--- src/core/lp_ctrl_defines.svh ---
// Register offsets, field layout, reset values and fixed counts of the low-power pin control block
`ifndef LP_CTRL_DEFINES_SVH
`define LP_CTRL_DEFINES_SVH

`define OFF_WAKE_LEVEL      12'h000
`define OFF_WAKE_ENABLE     12'h004
`define OFF_CRYSTAL         12'h008
`define OFF_LP_DIRECTION    12'h00c
`define OFF_LP_OUTPUT       12'h010
`define OFF_LP_DRIVE        12'h014
`define OFF_LP_PULL         12'h018
`define OFF_LP_MODE         12'h01c
`define OFF_WAKE_STATUS     12'h020

`define WAKE_PINS           5
`define LP_PINS             3

`define RST_WAKE_LEVEL      5'h00
`define RST_WAKE_ENABLE     5'h07
`define RST_CRYSTAL         1'h0
`define RST_LP_DIRECTION    3'h7
`define RST_LP_OUTPUT       3'h0
`define RST_LP_DRIVE        3'h0
`define RST_LP_PULL         3'h7
`define RST_LP_MODE         1'h0

`define FAST_XTAL_BIT       0
`define LP_MODE_BIT         0

`endif

--- src/core/lp_ctrl_pkg.sv ---
// Types shared by the low-power pin control block
package lp_ctrl_pkg;

   typedef enum logic [1:0] {
      APB_IDLE   = 2'b00,
      APB_SETUP  = 2'b01,
      APB_ACCESS = 2'b10
   } apb_phase_e;

   typedef logic [4:0] wake_vec_t;
   typedef logic [2:0] lp_vec_t;

endpackage : lp_ctrl_pkg

--- src/core/lp_pin_ctrl.sv ---
// Per-pin output and pull resolution for the three sleep-capable pins
`timescale 1ns/1ns
`include "lp_ctrl_defines.svh"

module lp_pin_ctrl
   import lp_ctrl_pkg::*;
(
   // Mode
   input  wire logic    low_power,
   // Settings
   input  wire lp_vec_t wake_en,
   input  wire lp_vec_t direction,
   input  wire lp_vec_t out_value,
   input  wire lp_vec_t drive,
   input  wire lp_vec_t pull,
   // Pad controls
   output lp_vec_t      pad_out,
   output lp_vec_t      pad_oe,
   output lp_vec_t      pad_drive_high,
   output lp_vec_t      pad_pull_en
);

   genvar i;
   generate
      for (i = 0; i < `LP_PINS; i++) begin : g_pin
         // Wake pins must stay inputs, so direction is ignored for them
         assign pad_oe[i]         = low_power & ~wake_en[i] & ~direction[i]; // RULE_04 RULE_11
         assign pad_out[i]        = pad_oe[i] & out_value[i];                 // RULE_05
         assign pad_drive_high[i] = low_power & drive[i];                     // RULE_07
         // Pull stays effective even on wake pins
         assign pad_pull_en[i]    = low_power & pull[i];                      // RULE_08 RULE_11
      end
   endgenerate

endmodule : lp_pin_ctrl

--- src/core/lp_wake_ctrl.sv ---
// APB register bank and wake detection for low-power pin control
`timescale 1ns/1ns
`include "lp_ctrl_defines.svh"

// Overview of operation
// (RULE_01) Five wake-enable bits, bit n lets wake pin n wake the device.
// (RULE_02) Wake-enable field resets to 0x07: first three pins enabled.
// (RULE_03) Bit 0 of crystal register: 0 means 16 MHz, 1 means 32 MHz; reset 0.
// (RULE_04) Three direction bits, 0 output, 1 input, reset all inputs.
// (RULE_05) In low power, output pins drive their written output value; reset 0.
// (RULE_06) Reading the output value returns last written value, not pin level.
// (RULE_07) Three drive bits, 0 low drive, 1 high drive, reset 0.
// (RULE_08) Three pull bits, 0 pull off, 1 pull on, reset all on.
// (RULE_09) Software writes reserved bits with their reset value.
// (RULE_10) Five wake-level bits, 0 wakes on low, 1 on high; reset 0.
// (RULE_11) Wake-enabled sleep pin ignores direction bit; pull still applies.
// (RULE_12) In low power, enabled pin at selected level raises wake request.
module lp_wake_ctrl
   import lp_ctrl_pkg::*;
(
   // Clock and reset
   input  wire logic        pclk,
   input  wire logic        presetn,
   // APB slave
   input  wire logic        psel,
   input  wire logic        penable,
   input  wire logic        pwrite,
   input  wire logic [11:0] paddr,
   input  wire logic [31:0] pwdata,
   input  wire logic [3:0]  pstrb,
   output logic      [31:0] prdata,
   output logic             pready,
   output logic             pslverr,
   // Wake pins
   input  wire wake_vec_t   wake_pin_in,
   output logic             wake_request,
   // Crystal indication
   output logic             fast_crystal_select,
   // Sleep-capable pin pads
   output lp_vec_t          lp_pad_out,
   output lp_vec_t          lp_pad_oe,
   output lp_vec_t          lp_pad_drive_high,
   output lp_vec_t          lp_pad_pull_en
);

   // -----------------------------------------------------------------
   // State
   // -----------------------------------------------------------------
   typedef struct packed {
      wake_vec_t   wake_level;
      wake_vec_t   wake_enable;
      logic        fast_xtal;
      lp_vec_t     lp_direction;
      lp_vec_t     lp_output;
      lp_vec_t     lp_drive;
      lp_vec_t     lp_pull;
      logic        lp_mode;
      logic        wake_req;
      wake_vec_t   wake_seen;
      logic [31:0] rdata;
      logic        slverr;
   } state_s;

   state_s state_r;
   state_s state_nxt;

   // -----------------------------------------------------------------
   // Address decode
   // -----------------------------------------------------------------
   function automatic logic addr_known(input logic [11:0] a);
      unique case (a)
         `OFF_WAKE_LEVEL, `OFF_WAKE_ENABLE, `OFF_CRYSTAL, `OFF_LP_DIRECTION,
         `OFF_LP_OUTPUT, `OFF_LP_DRIVE, `OFF_LP_PULL, `OFF_LP_MODE,
         `OFF_WAKE_STATUS: addr_known = 1'b1;
         default:          addr_known = 1'b0;
      endcase
   endfunction : addr_known

   function automatic logic [31:0] read_mux(input state_s s, input logic [11:0] a);
      read_mux = 32'h0000_0000;
      unique case (a)
         `OFF_WAKE_LEVEL:   read_mux[4:0] = s.wake_level;
         `OFF_WAKE_ENABLE:  read_mux[4:0] = s.wake_enable;
         `OFF_CRYSTAL:      read_mux[`FAST_XTAL_BIT] = s.fast_xtal;
         `OFF_LP_DIRECTION: read_mux[2:0] = s.lp_direction;
         `OFF_LP_OUTPUT:    read_mux[2:0] = s.lp_output; // RULE_06
         `OFF_LP_DRIVE:     read_mux[2:0] = s.lp_drive;
         `OFF_LP_PULL:      read_mux[2:0] = s.lp_pull;
         `OFF_LP_MODE:      read_mux[`LP_MODE_BIT] = s.lp_mode;
         `OFF_WAKE_STATUS:  read_mux[5:0] = {s.wake_req, s.wake_seen};
         default:           read_mux = 32'h0000_0000;
      endcase
   endfunction : read_mux

   logic      access;
   logic      wr_ok;
   logic      wr_lane0;
   wake_vec_t wake_hit;

   assign access   = psel & penable;
   wire logic known = addr_known(paddr);
   assign wr_ok    = access & pwrite & known;
   // All fields sit in byte lane 0; upper bits are reserved and kept at zero
   assign wr_lane0 = wr_ok & pstrb[0]; // RULE_09

   // -----------------------------------------------------------------
   // Wake detection
   // -----------------------------------------------------------------
   genvar w;
   generate
      for (w = 0; w < `WAKE_PINS; w++) begin : g_wake
         // Level compare: xnor of pin against selected level
         assign wake_hit[w] = state_r.wake_enable[w] &
                              ~(wake_pin_in[w] ^ state_r.wake_level[w]); // RULE_01 RULE_10
      end
   endgenerate

   // -----------------------------------------------------------------
   // Next state
   // -----------------------------------------------------------------
   always_comb begin
      state_nxt = state_r;
      if (wr_lane0) begin
         unique case (paddr)
            `OFF_WAKE_LEVEL:   state_nxt.wake_level   = pwdata[4:0];  // RULE_10
            `OFF_WAKE_ENABLE:  state_nxt.wake_enable  = pwdata[4:0];  // RULE_01
            `OFF_CRYSTAL:      state_nxt.fast_xtal    = pwdata[`FAST_XTAL_BIT]; // RULE_03
            `OFF_LP_DIRECTION: state_nxt.lp_direction = pwdata[2:0];  // RULE_04
            `OFF_LP_OUTPUT:    state_nxt.lp_output    = pwdata[2:0];  // RULE_05
            `OFF_LP_DRIVE:     state_nxt.lp_drive     = pwdata[2:0];  // RULE_07
            `OFF_LP_PULL:      state_nxt.lp_pull      = pwdata[2:0];  // RULE_08
            `OFF_LP_MODE:      state_nxt.lp_mode      = pwdata[`LP_MODE_BIT];
            default:           state_nxt.lp_mode      = state_r.lp_mode;
         endcase
      end
      // Wake sticks until software leaves low power; a hit in the same
      // cycle as the exit write still wins
      if (state_r.lp_mode && (|wake_hit)) begin
         state_nxt.wake_req  = 1'b1;                                  // RULE_12
         state_nxt.wake_seen = state_r.wake_seen | wake_hit;
      end else if (!state_nxt.lp_mode) begin
         state_nxt.wake_req  = 1'b0;
      end
      if (wr_lane0 && paddr == `OFF_WAKE_STATUS && !(state_r.lp_mode && |wake_hit)) begin
         state_nxt.wake_seen = state_r.wake_seen & ~pwdata[4:0];
      end
      state_nxt.rdata  = (psel && !penable && !pwrite) ? read_mux(state_r, paddr) : 32'h0;
      state_nxt.slverr = psel & ~penable & ~addr_known(paddr);
   end

   always_ff @(posedge pclk or negedge presetn) begin
      if (!presetn) begin
         state_r.wake_level   <= `RST_WAKE_LEVEL;   // RULE_10
         state_r.wake_enable  <= `RST_WAKE_ENABLE;  // RULE_02
         state_r.fast_xtal    <= `RST_CRYSTAL;      // RULE_03
         state_r.lp_direction <= `RST_LP_DIRECTION; // RULE_04
         state_r.lp_output    <= `RST_LP_OUTPUT;    // RULE_05
         state_r.lp_drive     <= `RST_LP_DRIVE;     // RULE_07
         state_r.lp_pull      <= `RST_LP_PULL;      // RULE_08
         state_r.lp_mode      <= `RST_LP_MODE;
         state_r.wake_req     <= 1'b0;
         state_r.wake_seen    <= 5'h00;
         state_r.rdata        <= 32'h0000_0000;
         state_r.slverr       <= 1'b0;
      end else begin
         state_r <= state_nxt;
      end
   end

   // -----------------------------------------------------------------
   // Outputs
   // -----------------------------------------------------------------
   assign pready              = 1'b1;
   assign prdata              = state_r.rdata;
   assign pslverr             = access & state_r.slverr;
   assign wake_request        = state_r.wake_req;
   assign fast_crystal_select = state_r.fast_xtal;

   lp_pin_ctrl u_pins (
      .low_power      (state_r.lp_mode),
      .wake_en        (state_r.wake_enable[2:0]),
      .direction      (state_r.lp_direction),
      .out_value      (state_r.lp_output),
      .drive          (state_r.lp_drive),
      .pull           (state_r.lp_pull),
      .pad_out        (lp_pad_out),
      .pad_oe         (lp_pad_oe),
      .pad_drive_high (lp_pad_drive_high),
      .pad_pull_en    (lp_pad_pull_en)
   );

   // -----------------------------------------------------------------
   // Checks
   // -----------------------------------------------------------------
   property p_wake_rst;
      @(posedge pclk) $rose(presetn) |-> state_r.wake_enable == `RST_WAKE_ENABLE;
   endproperty
   a_wake_rst: assert property (p_wake_rst) else $error("wake enable reset wrong"); // RULE_02

   property p_pull_rst;
      @(posedge pclk) $rose(presetn) |-> lp_pad_pull_en == 3'h0 && state_r.lp_pull == `RST_LP_PULL;
   endproperty
   a_pull_rst: assert property (p_pull_rst) else $error("pull reset wrong"); // RULE_08

   property p_wr_enable;
      @(posedge pclk) disable iff (!presetn)
      (wr_lane0 && paddr == `OFF_WAKE_ENABLE)
         |=> state_r.wake_enable == $past(pwdata[4:0]);
   endproperty
   a_wr_enable: assert property (p_wr_enable) else $error("wake enable write lost"); // RULE_01

   property p_xtal;
      @(posedge pclk) disable iff (!presetn)
      (wr_lane0 && paddr == `OFF_CRYSTAL) |=> fast_crystal_select == $past(pwdata[0]);
   endproperty
   a_xtal: assert property (p_xtal) else $error("crystal select wrong"); // RULE_03

   property p_out_read;
      @(posedge pclk) disable iff (!presetn)
      (psel && !penable && !pwrite && paddr == `OFF_LP_OUTPUT)
         |=> prdata[2:0] == $past(state_r.lp_output, 1);
   endproperty
   a_out_read: assert property (p_out_read) else $error("output readback wrong"); // RULE_06

   property p_drive_out;
      @(posedge pclk) disable iff (!presetn)
      lp_pad_oe[0] |-> lp_pad_out[0] == state_r.lp_output[0] && !state_r.lp_direction[0];
   endproperty
   a_drive_out: assert property (p_drive_out) else $error("pad drive wrong"); // RULE_05

   property p_wake_input;
      @(posedge pclk) disable iff (!presetn)
      state_r.wake_enable[1] |-> !lp_pad_oe[1];
   endproperty
   a_wake_input: assert property (p_wake_input) else $error("wake pin driven"); // RULE_11

   property p_wake_req;
      @(posedge pclk) disable iff (!presetn)
      (state_r.lp_mode && wake_pin_in[3] == state_r.wake_level[3] && state_r.wake_enable[3])
         |=> wake_request;
   endproperty
   a_wake_req: assert property (p_wake_req) else $error("wake request missed"); // RULE_12

   property p_level_low;
      @(posedge pclk) disable iff (!presetn)
      (state_r.lp_mode && !state_r.wake_req && state_r.wake_enable == 5'h01
         && state_r.wake_level[0] && !wake_pin_in[0]) |=> !wake_request;
   endproperty
   a_level_low: assert property (p_level_low) else $error("wake on wrong level"); // RULE_10

   property p_strength;
      @(posedge pclk) disable iff (!presetn)
      state_r.lp_mode |-> lp_pad_drive_high == state_r.lp_drive
         && lp_pad_pull_en == state_r.lp_pull;
   endproperty
   a_strength: assert property (p_strength) else $error("drive or pull wrong"); // RULE_07

   // Outside low power the normal pin logic owns the pads
   property p_pad_idle;
      @(posedge pclk) disable iff (!presetn)
      !state_r.lp_mode |-> lp_pad_oe == 3'h0 && lp_pad_out == 3'h0
         && lp_pad_drive_high == 3'h0 && lp_pad_pull_en == 3'h0;
   endproperty
   a_pad_idle: assert property (p_pad_idle) else $error("pads active outside low power");

   // -----------------------------------------------------------------
   // Register write checks
   // -----------------------------------------------------------------
   // A field takes the low bits of the word at the access edge only
   property p_wr_level;
      @(posedge pclk) disable iff (!presetn)
      (wr_lane0 && paddr == `OFF_WAKE_LEVEL)
         |=> state_r.wake_level == $past(pwdata[4:0]);
   endproperty
   a_wr_level: assert property (p_wr_level) else $error("wake level write lost"); // RULE_10

   property p_wr_dir;
      @(posedge pclk) disable iff (!presetn)
      (wr_lane0 && paddr == `OFF_LP_DIRECTION)
         |=> state_r.lp_direction == $past(pwdata[2:0]);
   endproperty
   a_wr_dir: assert property (p_wr_dir) else $error("direction write lost"); // RULE_04

   property p_wr_out;
      @(posedge pclk) disable iff (!presetn)
      (wr_lane0 && paddr == `OFF_LP_OUTPUT)
         |=> state_r.lp_output == $past(pwdata[2:0]);
   endproperty
   a_wr_out: assert property (p_wr_out) else $error("output value write lost"); // RULE_05

   property p_wr_drv;
      @(posedge pclk) disable iff (!presetn)
      (wr_lane0 && paddr == `OFF_LP_DRIVE)
         |=> state_r.lp_drive == $past(pwdata[2:0]);
   endproperty
   a_wr_drv: assert property (p_wr_drv) else $error("drive write lost"); // RULE_07

   property p_wr_pull;
      @(posedge pclk) disable iff (!presetn)
      (wr_lane0 && paddr == `OFF_LP_PULL)
         |=> state_r.lp_pull == $past(pwdata[2:0]);
   endproperty
   a_wr_pull: assert property (p_wr_pull) else $error("pull write lost"); // RULE_08

   // Lane 0 masked: wake enable, crystal, output and direction may not move, or reserved writes could leak in
   property p_strobe_block;
      @(posedge pclk) disable iff (!presetn)
      (access && pwrite && !pstrb[0])
         |=> $stable(state_r.wake_enable) && $stable(state_r.fast_xtal)
            && $stable(state_r.lp_output) && $stable(state_r.lp_direction);
   endproperty
   a_strobe_block: assert property (p_strobe_block) else $error("masked write took effect");

   // -----------------------------------------------------------------
   // Bus and wake checks
   // -----------------------------------------------------------------
   // Decode is registered in setup, so the error relies on a proper setup cycle
   property p_unmapped_err;
      @(posedge pclk) disable iff (!presetn)
      (access && !known) |-> pslverr;
   endproperty
   a_unmapped_err: assert property (p_unmapped_err) else $error("missing slave error");

   // Read data stands for the access cycle only
   property p_read_zero;
      @(posedge pclk) disable iff (!presetn)
      access |=> prdata == 32'h0000_0000;
   endproperty
   a_read_zero: assert property (p_read_zero) else $error("read data left standing");

   // Wake stays raised for as long as the mode bit is not rewritten
   property p_wake_hold;
      @(posedge pclk) disable iff (!presetn)
      (wake_request && state_r.lp_mode && !(wr_lane0 && paddr == `OFF_LP_MODE))
         |=> wake_request;
   endproperty
   a_wake_hold: assert property (p_wake_hold) else $error("wake request dropped"); // RULE_12

   property p_wake_exit;
      @(posedge pclk) disable iff (!presetn)
      (!state_r.lp_mode && !(wr_lane0 && paddr == `OFF_LP_MODE)) |=> !wake_request;
   endproperty
   a_wake_exit: assert property (p_wake_exit) else $error("stray wake request"); // RULE_12

   property p_wake_off;
      @(posedge pclk) disable iff (!presetn)
      (!state_r.wake_req && state_r.wake_enable == 5'h00) |=> !wake_request;
   endproperty
   a_wake_off: assert property (p_wake_off) else $error("disabled pin woke"); // RULE_01

   c_wake:   cover property (@(posedge pclk) $rose(wake_request));
   c_drive:  cover property (@(posedge pclk) lp_pad_oe != 3'h0);
   c_err:    cover property (@(posedge pclk) pslverr);
   c_clear:  cover property (@(posedge pclk) wr_lane0 && paddr == `OFF_WAKE_STATUS);
   c_masked: cover property (@(posedge pclk) access && pwrite && !pstrb[0]);

endmodule : lp_wake_ctrl

--- config.mk ---
export PLATFORM = sky130hd
export DESIGN_NAME = lp_wake_ctrl
export DESIGN_NICKNAME = d
export VERILOG_FILES = /design/src/core/lp_ctrl_pkg.sv /design/src/core/lp_pin_ctrl.sv /design/src/core/lp_wake_ctrl.sv
export VERILOG_INCLUDE_DIRS = /design/src /design/src/core
export SDC_FILE = /design/constraint.sdc
export NUM_CORES = 1
export LEC_CHECK = 0
export BUFFER_PORTS_ARGS = -buffer_cell sky130_fd_sc_hd__buf_2
export CORE_ASPECT_RATIO = 1.1
export CORE_UTILIZATION = 40
export CTS_BUF_LIST = sky130_fd_sc_hd__clkbuf_16
export DETAILED_ROUTE_END_ITERATION = 10
export PLACE_DENSITY = 0.7
export SYNTH_ARGS = -nofsm -noshare
export SYNTH_HDL_FRONTEND = slang
export SYNTH_SLANG_ARGS = --single-unit
--- constraint.sdc ---
create_clock -name pclk -period 1.9 [get_ports pclk]
set_clock_uncertainty 0.1 [all_clocks]
set_input_delay 0.095 -clock pclk [delete_from_list [all_inputs] [get_ports pclk]]
set_output_delay 0.095 -clock pclk [all_outputs]
set_load 0.005 [all_outputs]
==> results of run 1 <==
[path summary, 6_finish.rpt]
path / start / to / cells past startpoint
setup / recovery: state_r[39]$_DFF_PN0_ / lp_pad_out[2] / 4
hold / removal: penable / state_r[0]$_DFF_PN0_ / 3
setup reg to reg: state_r[39]$_DFF_PN0_ / prdata[0]$_DFF_PN0_ / 5
hold reg to reg: state_r[37]$_DFFE_PN0P_ / state_r[37]$_DFFE_PN0P_ / 1
max in group asynchronous: presetn / state_r[41]$_DFFE_PN1P_ / 3
min in group asynchronous: presetn / prdata[3]$_DFF_PN0_ / 2
[layer usage]
layer  routed length [um]  share of wire (%)  up-vias  GRT usage (%)
met3                  321                6.1       13          4.342
met1                 2224                 42      884          23.76
met4                  140                2.7        0          7.500
li1                     -                  -      862              -
met5                    0                  0        -              0
met2                 2577                 49       79          33.36
[synthesized netlist by cell type (all sizes together) (5+ instances only)]
library cell / count / area, sq um
and2: 11 / 71.32
nor4: 5 / 67.56
nand2: 15 / 56.30
nor2: 13 / 48.80
xnor2: 5 / 43.79
dfrtp: 28 / 700.7
nor3: 9 / 50.05
a21oi: 8 / 40.04
buf: 37 / 267.8
dfstp: 9 / 236.5
mux2: 26 / 292.8
nand3: 8 / 45.04
[layout make-up]
cell class / instances / area (sq um)
multi-input combinational: 172 / 1166
inverter: 1 / 3.754
clock inverter: 3 / 37.54
tap: 75 / 93.84
fill: 523 / 2709
timing repair buffer: 67 / 392.9
sequential: 37 / 937.1
clock buffer: 5 / 125.1
[critical path: stages (launching register included)]
cell and delay [ns]:
dfrtp_1 0.44, inv_1 0.16, nor3_1 0.34, and2_1 0.17, buf_2 0.10
[timing repair]
| action | in CTS | in global routing |
|---|---|---|
| endpoints found under the hold margin | 35 | 0 |
| gates resized for setup | 0 | 0 |
| hold buffers | 4 | 0 |
[sequential cells by signal, summed over array words and instances, names as in the netlist]
signal and flops:
fast_crystal_select 1, prdata 6, state_r 29, wake_request 1
[stage by stage]
step | worst slack (ns) | util [%] | std cells | instance area (sq um) | hold slack (ns)
3_5_place_dp | 0.07362 | 46.73 | 348 | 2554 | -0.1126
2_1_floorplan | 0.2419 | - | 250 | 2386 | -0.3006
3_3_place_gp | 0.08374 | 46.73 | 348 | 2554 | -0.1133
4_1_cts | 0.1986 | 50.43 | 360 | 2756 | 0.01987
6_report | 0.2087 | 50.43 | 360 | 2756 | 0.01298
5_1_grt | 0.08710 | 50.43 | 360 | 2756 | 0.03796
[power breakdown]
group,internal (mW),switching (mW)
combinational,0.0521,0.0897
sequential,0.791,0.000611
clock,0.609,0.302
total,1.45,0.393
[kinds of logic after synthesis]
group	Yosys count	share of synthesized area (%)
buffers and inverters	41	12.34
muxes	31	15.50
DFF	37	40.88
xor gates and xnor gates	5	1.910
AOI/OAI and AO/OA	30	8.734
other	2	0.3276
and+or+nand+nor	79	20.31
==> results.py, run 1 <==
metrics = {
    "status": {
        "status": "complete, no violations",
    },
    "global_route": {
        "grt-ovfl-total": 0,
        "grt_use_total_pct": 19.54,
        "grt_max_degree": 22,
        "grt_pass1_vias": 1809,
        "grt_pass1_wl_um": 8631,
        "antenna_found_initial": 0,
    },
    "finish": {
        "final_common_cell": "buf_2",
        "most-common-layout-cells": "buf_2, dfrtp_1, conb_1",
        "syn2layout_area_growth_pct": 20.25,
        "drive_above_1_share_pct": 40.35,
        "nets": 342,
        "n_antenna_cell": 0,
    },
    "placement": {
        "portBuffers": 48,
        "routabilityCongestion": 0.8807,
        "hpwl_um": 4063,
    },
    "logic_synthesis": {
        "syn_avg_cell_area_sq_um": 10.19,
        "ys_seq_area_share_pct": 40.88,
        "synthCells": 225,
        "async_flop_share_pct": 100.0,
        "yosys_warnings": 0,
        "synthesis.area_sq_um": 2292,
        "yosys_most_used_dff": "dfrtp_1",
        "ys_ff_latch": 37,
        "synth_edf_count": 0,
        "ys_types": 44,
    },
    "clock_network": {
        "numCtsBuffers": 5,
        "clk_latency_ns": 0.28,
        "htreeDepth": 2,
        "clock-sinks": 37,
        "cts_root_buffer": "clkbuf_16",
        "path_clk_slew_ns": 0.05,
        "cts_tree": "done",
        "post_cts_buffers": 0,
        "cts.path.max_buffers": 2,
    },
    "hold_path": {
        "hold_path.class": "in -> reg",
    },
    "route": {
        "drtIter0Drc": 125,
        "drc": 0,
        "via_per_inst": 5.106,
        "first_pass_iters": 4,
        "routed-via-count": 1838,
        "wl_um": 5263,
        "wl_per_cell_um": 14.62,
        "drt.antenna.violating_nets": 0,
    },
    "setup_path": {
        "cp_max_fo": 6,
        "end_kind": "primary output",
        "crit_arrival_ns": 1.50,
        "critPathLaunchType": "register",
        "required_ns": 1.70,
        "r2r_slack_ns": 0.38,
        "crit_type": "reg -> out",
    },
    "timing": {
        "report.final.slew_viol_count": 0,
        "fmax_ghz": 0.5913,
        "fin_setup_tns_ns": 0,
        "setup_viol": 0,
        "period_share_pct": 89.01,
        "timing_hold_violations_final": 0,
        "min_period_ns": 1.691,
        "rsz0062_at_grt": "false",
    },
    "floorplanning": {
        "die_h_um": 81.40,
        "num_rows": 28,
        "start_util_pct": 41.94,
        "io-pin-count": 106,
        "dieArea_sq_um": 6037,
        "coreArea_sq_um": 5465,
        "die_w_um": 74.18,
    },
    "power_and_ir_drop": {
        "p_leak_nw": 1.301,
        "fin_total_pwr_mw": 1.845,
        "irDropWorstVdd_mv": 0.4490,
        "power_density_nw_per_um2": 669.2,
    },
    "flow_run": {
        "maxCapViolCount": 0,
    },
}
No activity file was read; power rests on OpenSTA's default activity.
==> run 2, diff against run 1 <==
--- a/config.mk
+++ b/config.mk
@@ -8,10 +8,10 @@
 export LEC_CHECK = 0
 export BUFFER_PORTS_ARGS = -buffer_cell sky130_fd_sc_hd__buf_2
 export CORE_ASPECT_RATIO = 1.1
-export CORE_UTILIZATION = 40
+export CORE_UTILIZATION = 47
 export CTS_BUF_LIST = sky130_fd_sc_hd__clkbuf_16
 export DETAILED_ROUTE_END_ITERATION = 10
-export PLACE_DENSITY = 0.7
+export PLACE_DENSITY = 0.8
 export SYNTH_ARGS = -nofsm -noshare
 export SYNTH_HDL_FRONTEND = slang
 export SYNTH_SLANG_ARGS = --single-unit
==> run 2 against run 1 <==
Global-route usage is 2.2 points higher. Largest power group is now registers. Die area fell by 15%. Register-to-register slack got worse by 0.02 ns. Sequential share of layout area rose by 0.63 points. Highest routed layer unchanged. Non-clock buffer count shrank 1. Via count down 1.1%. Critical endpoint is now wake_request$_DFFE_PN0P_. Routed wire length down 3.8%. Utilization up 7.7 points.
==> results.py, run 2 (synthesized netlist as in run 1, its figures left out) <==
metrics = {
    "setup_path": {
        "crit_arrival_ns": 1.90,
        "cp_max_fo": 4,
        "critPathLaunchType": "input pin",
        "end_kind": "register",
        "crit_type": "in -> reg",
        "required_ns": 1.97,
    },
    "global_route": {
        "grt-ovfl-total": 0,
        "grt_pass1_wl_um": 8079,
        "grt_util_met3_pct": 3.939,
        "met1_usage_pct": 26.52,
        "grt_util_met2_pct": 35.95,
        "grt_pass1_vias": 1757,
        "grt_max_degree": 38,
        "grt_use_total_pct": 21.76,
        "grt_most_used_layer": "met2",
        "antenna_found_initial": 0,
    },
    "finish": {
        "most-common-layout-cells": "buf_2, dfrtp_1, conb_1",
        "syn2layout_area_growth_pct": 18.07,
        "ff_latch_area_sq_um": 937.1,
        "fill_cells": 402,
        "fin_util_pct": 58.18,
        "drive_above_1_share_pct": 40.14,
        "multiInputGateArea_sq_um": 1167,
        "design_area_sq_um": 2706,
        "n_antenna_cell": 0,
        "nets": 341,
        "top_register": "state_r",
        "largest_register_ffs": 29,
        "final_common_cell": "buf_2",
    },
    "placement": {
        "hpwl_um": 3720,
        "routabilityCongestion": 0.8872,
        "portBuffers": 48,
        "pre_cts_ws_ns": 0.05721,
        "placed_cell_area_sq_um": 2515,
    },
    "route": {
        "first_pass_iters": 4,
        "drc": 0,
        "wl_per_cell_um": 14.90,
        "drtIter0Drc": 120,
        "via_per_inst": 5.344,
        "drt.antenna.violating_nets": 0,
        "routed-via-count": 1817,
        "wl_um": 5065,
    },
    "timing": {
        "slew_headroom_pct": 46.21,
        "worst_pin_slew_ns": 0.8069,
        "period_share_pct": 96.34,
        "fin_setup_tns_ns": 0,
        "min_period_ns": 1.831,
        "timing_hold_violations_final": 0,
        "whs_ns": 0.06407,
        "fmax_ghz": 0.5463,
        "report.final.slew_viol_count": 0,
        "setup_viol": 0,
        "fin_ws_ns": 0.06948,
    },
    "power_and_ir_drop": {
        "irDropWorstVdd_mv": 0.3365,
        "p_leak_nw": 1.280,
        "power_density_nw_per_um2": 628.2,
    },
    "hold_path": {
        "hold_path.class": "in -> reg",
    },
    "clock_network": {
        "cts.path.max_buffers": 2,
        "numCtsBuffers": 5,
        "cts_tree": "done",
        "path_clk_slew_ns": 0.05,
        "clk_latency_ns": 0.28,
        "cts_root_buffer": "clkbuf_16",
        "htreeDepth": 2,
        "clock-sinks": 37,
        "post_cts_buffers": 0,
    },
    "floorplanning": {
        "die_w_um": 68.59,
        "num_rows": 26,
        "dieArea_sq_um": 5161,
        "io-pin-count": 106,
        "die_h_um": 75.25,
        "coreArea_sq_um": 4652,
        "start_util_pct": 49.27,
    },
    "flow_run": {
        "maxCapViolCount": 0,
    },
    "status": {
        "status": "complete, no violations",
    },
}
[run 2: cell types whose count changed in the layout (fill, tap and decap cells not counted), sizes merged]
cell         before  now
buf              63   61
bufinv            1    0
clkinvlp          0    1
dlygate4sd3       4    5
[run 2: stage by stage]
| stage | power (mW) | instances |
|---|---|---|
| global route | 1.775 | 340 |
| floorplan | 0.9065 | 250 |
| global placement | 0.9323 | 327 |
| detailed placement | 0.9341 | 327 |
| CTS | 1.710 | 340 |
| finish | 1.700 | 340 |
[run 2: final timing paths]
kind                                         start                        to  slack (ns)  depth (start not counted)
hold / removal                              pwrite       prdata[0]$_DFF_PN0_        0.06                          4
setup / recovery                              psel  wake_request$_DFFE_PN0P_        0.07                          7
setup reg to reg           state_r[59]$_DFFE_PN0P_   state_r[34]$_DFFE_PN0P_        0.36                          5
hold reg to reg            state_r[37]$_DFFE_PN0P_   state_r[37]$_DFFE_PN0P_        0.41                          1
min in group asynchronous                  presetn   state_r[45]$_DFFE_PN0P_        0.35                          2
max in group asynchronous                  presetn   state_r[58]$_DFFE_PN0P_        0.84                          2
[run 2: worst max-delay path, cell delays in order]
cell,delay [ns]
dlygate4sd3_1,0.52
buf_2,0.12
and4_2,0.28
nand2_1,0.12
nor3_1,0.17
mux2_2,0.37
a22o_1,0.23
[run 2: repair_timing]
item                                   in CTS  in global routing
setup endpoints to repair                   0                  1
endpoints found under the hold margin      34                  0
hold buffers                                5                  0
gates resized for setup                     0                  1
[run 2: power breakdown]
part           leakage, nW  internal (mW)  total [mW]  switching (mW)
logic                0.728         0.0508       0.139          0.0883
clock network       0.0687          0.475       0.769           0.294
registers            0.483          0.791       0.792        0.000524
total                 1.28           1.32        1.70           0.383
[run 2: per-layer routing]
metal	vias up	wire length (um)	part of all wire, %
met1	868	2166	43
met3	8	255	5.0
met4	0	91	1.8
li1	862	-	-
met2	79	2552	50
met5	-	0	0
[run 2: area by class of cell]
class	instances	area share, %
inverter	1	0.1387
timing repair buffer	66	14.33
tap	56	2.589
multi-input combinational	172	43.13
clock inverter	3	0.5548
sequential	37	34.63
clock buffer	5	4.623
==> run 3, diff against run 2 <==
--- a/config.mk
+++ b/config.mk
@@ -11,7 +11,7 @@
 export CORE_UTILIZATION = 47
 export CTS_BUF_LIST = sky130_fd_sc_hd__clkbuf_16
 export DETAILED_ROUTE_END_ITERATION = 10
-export PLACE_DENSITY = 0.8
+export PLACE_DENSITY = 0.83
 export SYNTH_ARGS = -nofsm -noshare
 export SYNTH_HDL_FRONTEND = slang
 export SYNTH_SLANG_ARGS = --single-unit
==> run 3 against run 2 <==
Count of clock-buffer cells in the layout unchanged. Hold slack worse by 0.060 ns. Non-clock buffer count down 2. Cell area down 0.88%. Via count up 2.2%. Sequential power about the same. Critical endpoint is now lp_pad_out[1]. Utilization down 0.51 points.
==> results.py, run 3 (synthesized netlist as in run 1, its figures left out) <==
metrics = {
    "setup_path": {
        "end_kind": "primary output",
        "critPathLaunchType": "register",
        "r2r_cells": 5,
        "worstSetupEndpoint": "lp_pad_out[1]",
        "reg2reg_from": "state_r[59]$_DFFE_PN0P_",
        "startpoint": "state_r[39]$_DFF_PN0_",
        "reg2reg_to": "state_r[34]$_DFFE_PN0P_",
        "cp_max_fo": 6,
        "required_ns": 1.70,
        "crit_arrival_ns": 1.49,
        "r2r_slack_ns": 0.36,
        "crit_type": "reg -> out",
    },
    "clock_network": {
        "clk_latency_ns": 0.28,
        "path_clk_slew_ns": 0.06,
        "cts_root_buffer": "clkbuf_16",
        "numCtsBuffers": 5,
        "clock-sinks": 37,
        "htreeDepth": 2,
        "cts_tree": "done",
        "cts.path.max_buffers": 2,
        "cts_resized": 0,
        "post_cts_buffers": 0,
    },
    "timing": {
        "slew_headroom_pct": 47.22,
        "fin_ws_ns": 0.2119,
        "fmax_ghz": 0.5924,
        "worst_pin_slew_ns": 0.7917,
        "fin_setup_tns_ns": 0,
        "timing_hold_violations_final": 0,
        "report.final.slew_viol_count": 0,
        "rsz0062_at_grt": "false",
        "period_share_pct": 88.85,
        "min_period_ns": 1.688,
        "setup_viol": 0,
    },
    "hold_path": {
        "hold_path.class": "in -> reg",
    },
    "placement": {
        "placed_cell_area_sq_um": 2515,
        "pre_cts_ws_ns": 0.05530,
        "portBuffers": 48,
        "hpwl_um": 3918,
        "routabilityCongestion": 0.9164,
    },
    "global_route": {
        "grt-ovfl-total": 0,
        "grt_pass1_wl_um": 8252,
        "antenna_found_initial": 0,
        "grt_use_total_pct": 22.34,
        "grt_max_degree": 38,
        "grt_pass1_vias": 1710,
    },
    "route": {
        "wl_um": 5216,
        "drt.antenna.violating_nets": 0,
        "routed-via-count": 1857,
        "drtIter0Drc": 161,
        "via_per_inst": 5.494,
        "wl_per_cell_um": 15.43,
        "drc": 0,
        "first_pass_iters": 4,
    },
    "finish": {
        "drive_above_1_share_pct": 40.07,
        "top_register": "state_r",
        "syn2layout_area_growth_pct": 17.03,
        "n_antenna_cell": 0,
        "nets": 339,
        "design_area_sq_um": 2683,
        "final_common_cell": "buf_2",
        "most-common-layout-cells": "buf_2, dfrtp_1, conb_1",
        "largest_register_ffs": 29,
        "fill_cells": 395,
    },
    "floorplanning": {
        "die_w_um": 68.59,
        "coreArea_sq_um": 4652,
        "dieArea_sq_um": 5161,
        "die_h_um": 75.25,
        "num_rows": 26,
        "io-pin-count": 106,
        "start_util_pct": 49.27,
    },
    "power_and_ir_drop": {
        "fin_total_pwr_mw": 1.697,
        "power_density_nw_per_um2": 632.7,
        "irDropWorstVdd_mv": 0.3227,
        "p_leak_nw": 1.280,
    },
    "status": {
        "status": "complete, no violations",
    },
    "flow_run": {
        "maxCapViolCount": 0,
    },
}
-- run 3: cell types whose count changed in the layout (fill, tap and decap cells not counted) --
cell | before | now
clkinv_1 | 1 | 0
clkinv_2 | 0 | 1
clkinvlp_4 | 1 | 0
and4_1 | 0 | 1
dlygate4sd3_1 | 5 | 3
inv_1 | 2 | 3
and4_2 | 1 | 0
-- run 3: stage by stage --
step           std cells  utilization [%]  hold WS, ns
2_1_floorplan        250                -      -0.3006
3_3_place_gp         327            54.06       0.1217
3_5_place_dp         327            54.06       0.1262
4_1_cts              338            57.67     0.005474
5_1_grt              338            57.67      0.01760
6_report             338            57.67     0.004173
-- run 3: layout make-up --
class	count	area, sq um	share of cell area, %
inverter	1	3.754	0.1399
clock inverter	3	12.51	0.4664
sequential	37	937.1	34.93
tap	56	70.07	2.612
multi-input combinational	172	1166	43.47
clock buffer	5	125.1	4.664
timing repair buffer	64	367.9	13.71
-- run 3: where the power goes --
part | switching (mW) | internal (mW) | leakage [nW]
sequential | 0.000532 | 0.791 | 0.483
combinational | 0.0899 | 0.0481 | 0.721
clock | 0.295 | 0.473 | 0.0762
total | 0.385 | 1.31 | 1.28
-- run 3: worst min-delay path by stage --
stage | start | endpoint | slack, ns | cells past startpoint
finish | psel | state_r[0]$_DFF_PN0_ | 0.004 | 3
global route | psel | state_r[0]$_DFF_PN0_ | 0.02 | 3
CTS | psel | state_r[0]$_DFF_PN0_ | 0.005 | 3
detailed placement | presetn | state_r[43]$_DFFE_PN0P_ | 0.13 | 1
global placement | presetn | state_r[43]$_DFFE_PN0P_ | 0.12 | 1
floorplan | presetn | fast_crystal_select$_DFFE_PN0P_ | -0.30 | 0
-- run 3: repair_timing --
item / in CTS / in global routing
hold buffers: 3 / 0
endpoints found under the hold margin: 32 / 0
endpoints found under the setup margin: 0 / 0
-- run 3: worst max-delay path, stage by stage (launching register included) --
cell and delay [ns]:
dfrtp_1 0.46, inv_1 0.17, nor3_1 0.31, and2_1 0.17, buf_2 0.10
-- run 3: metal layers --
layer	global-route usage [%]	routed length (um)
met2	36.71	2610
met3	4.848	393
met5	0	0
met4	10.65	121
met1	27.70	2091
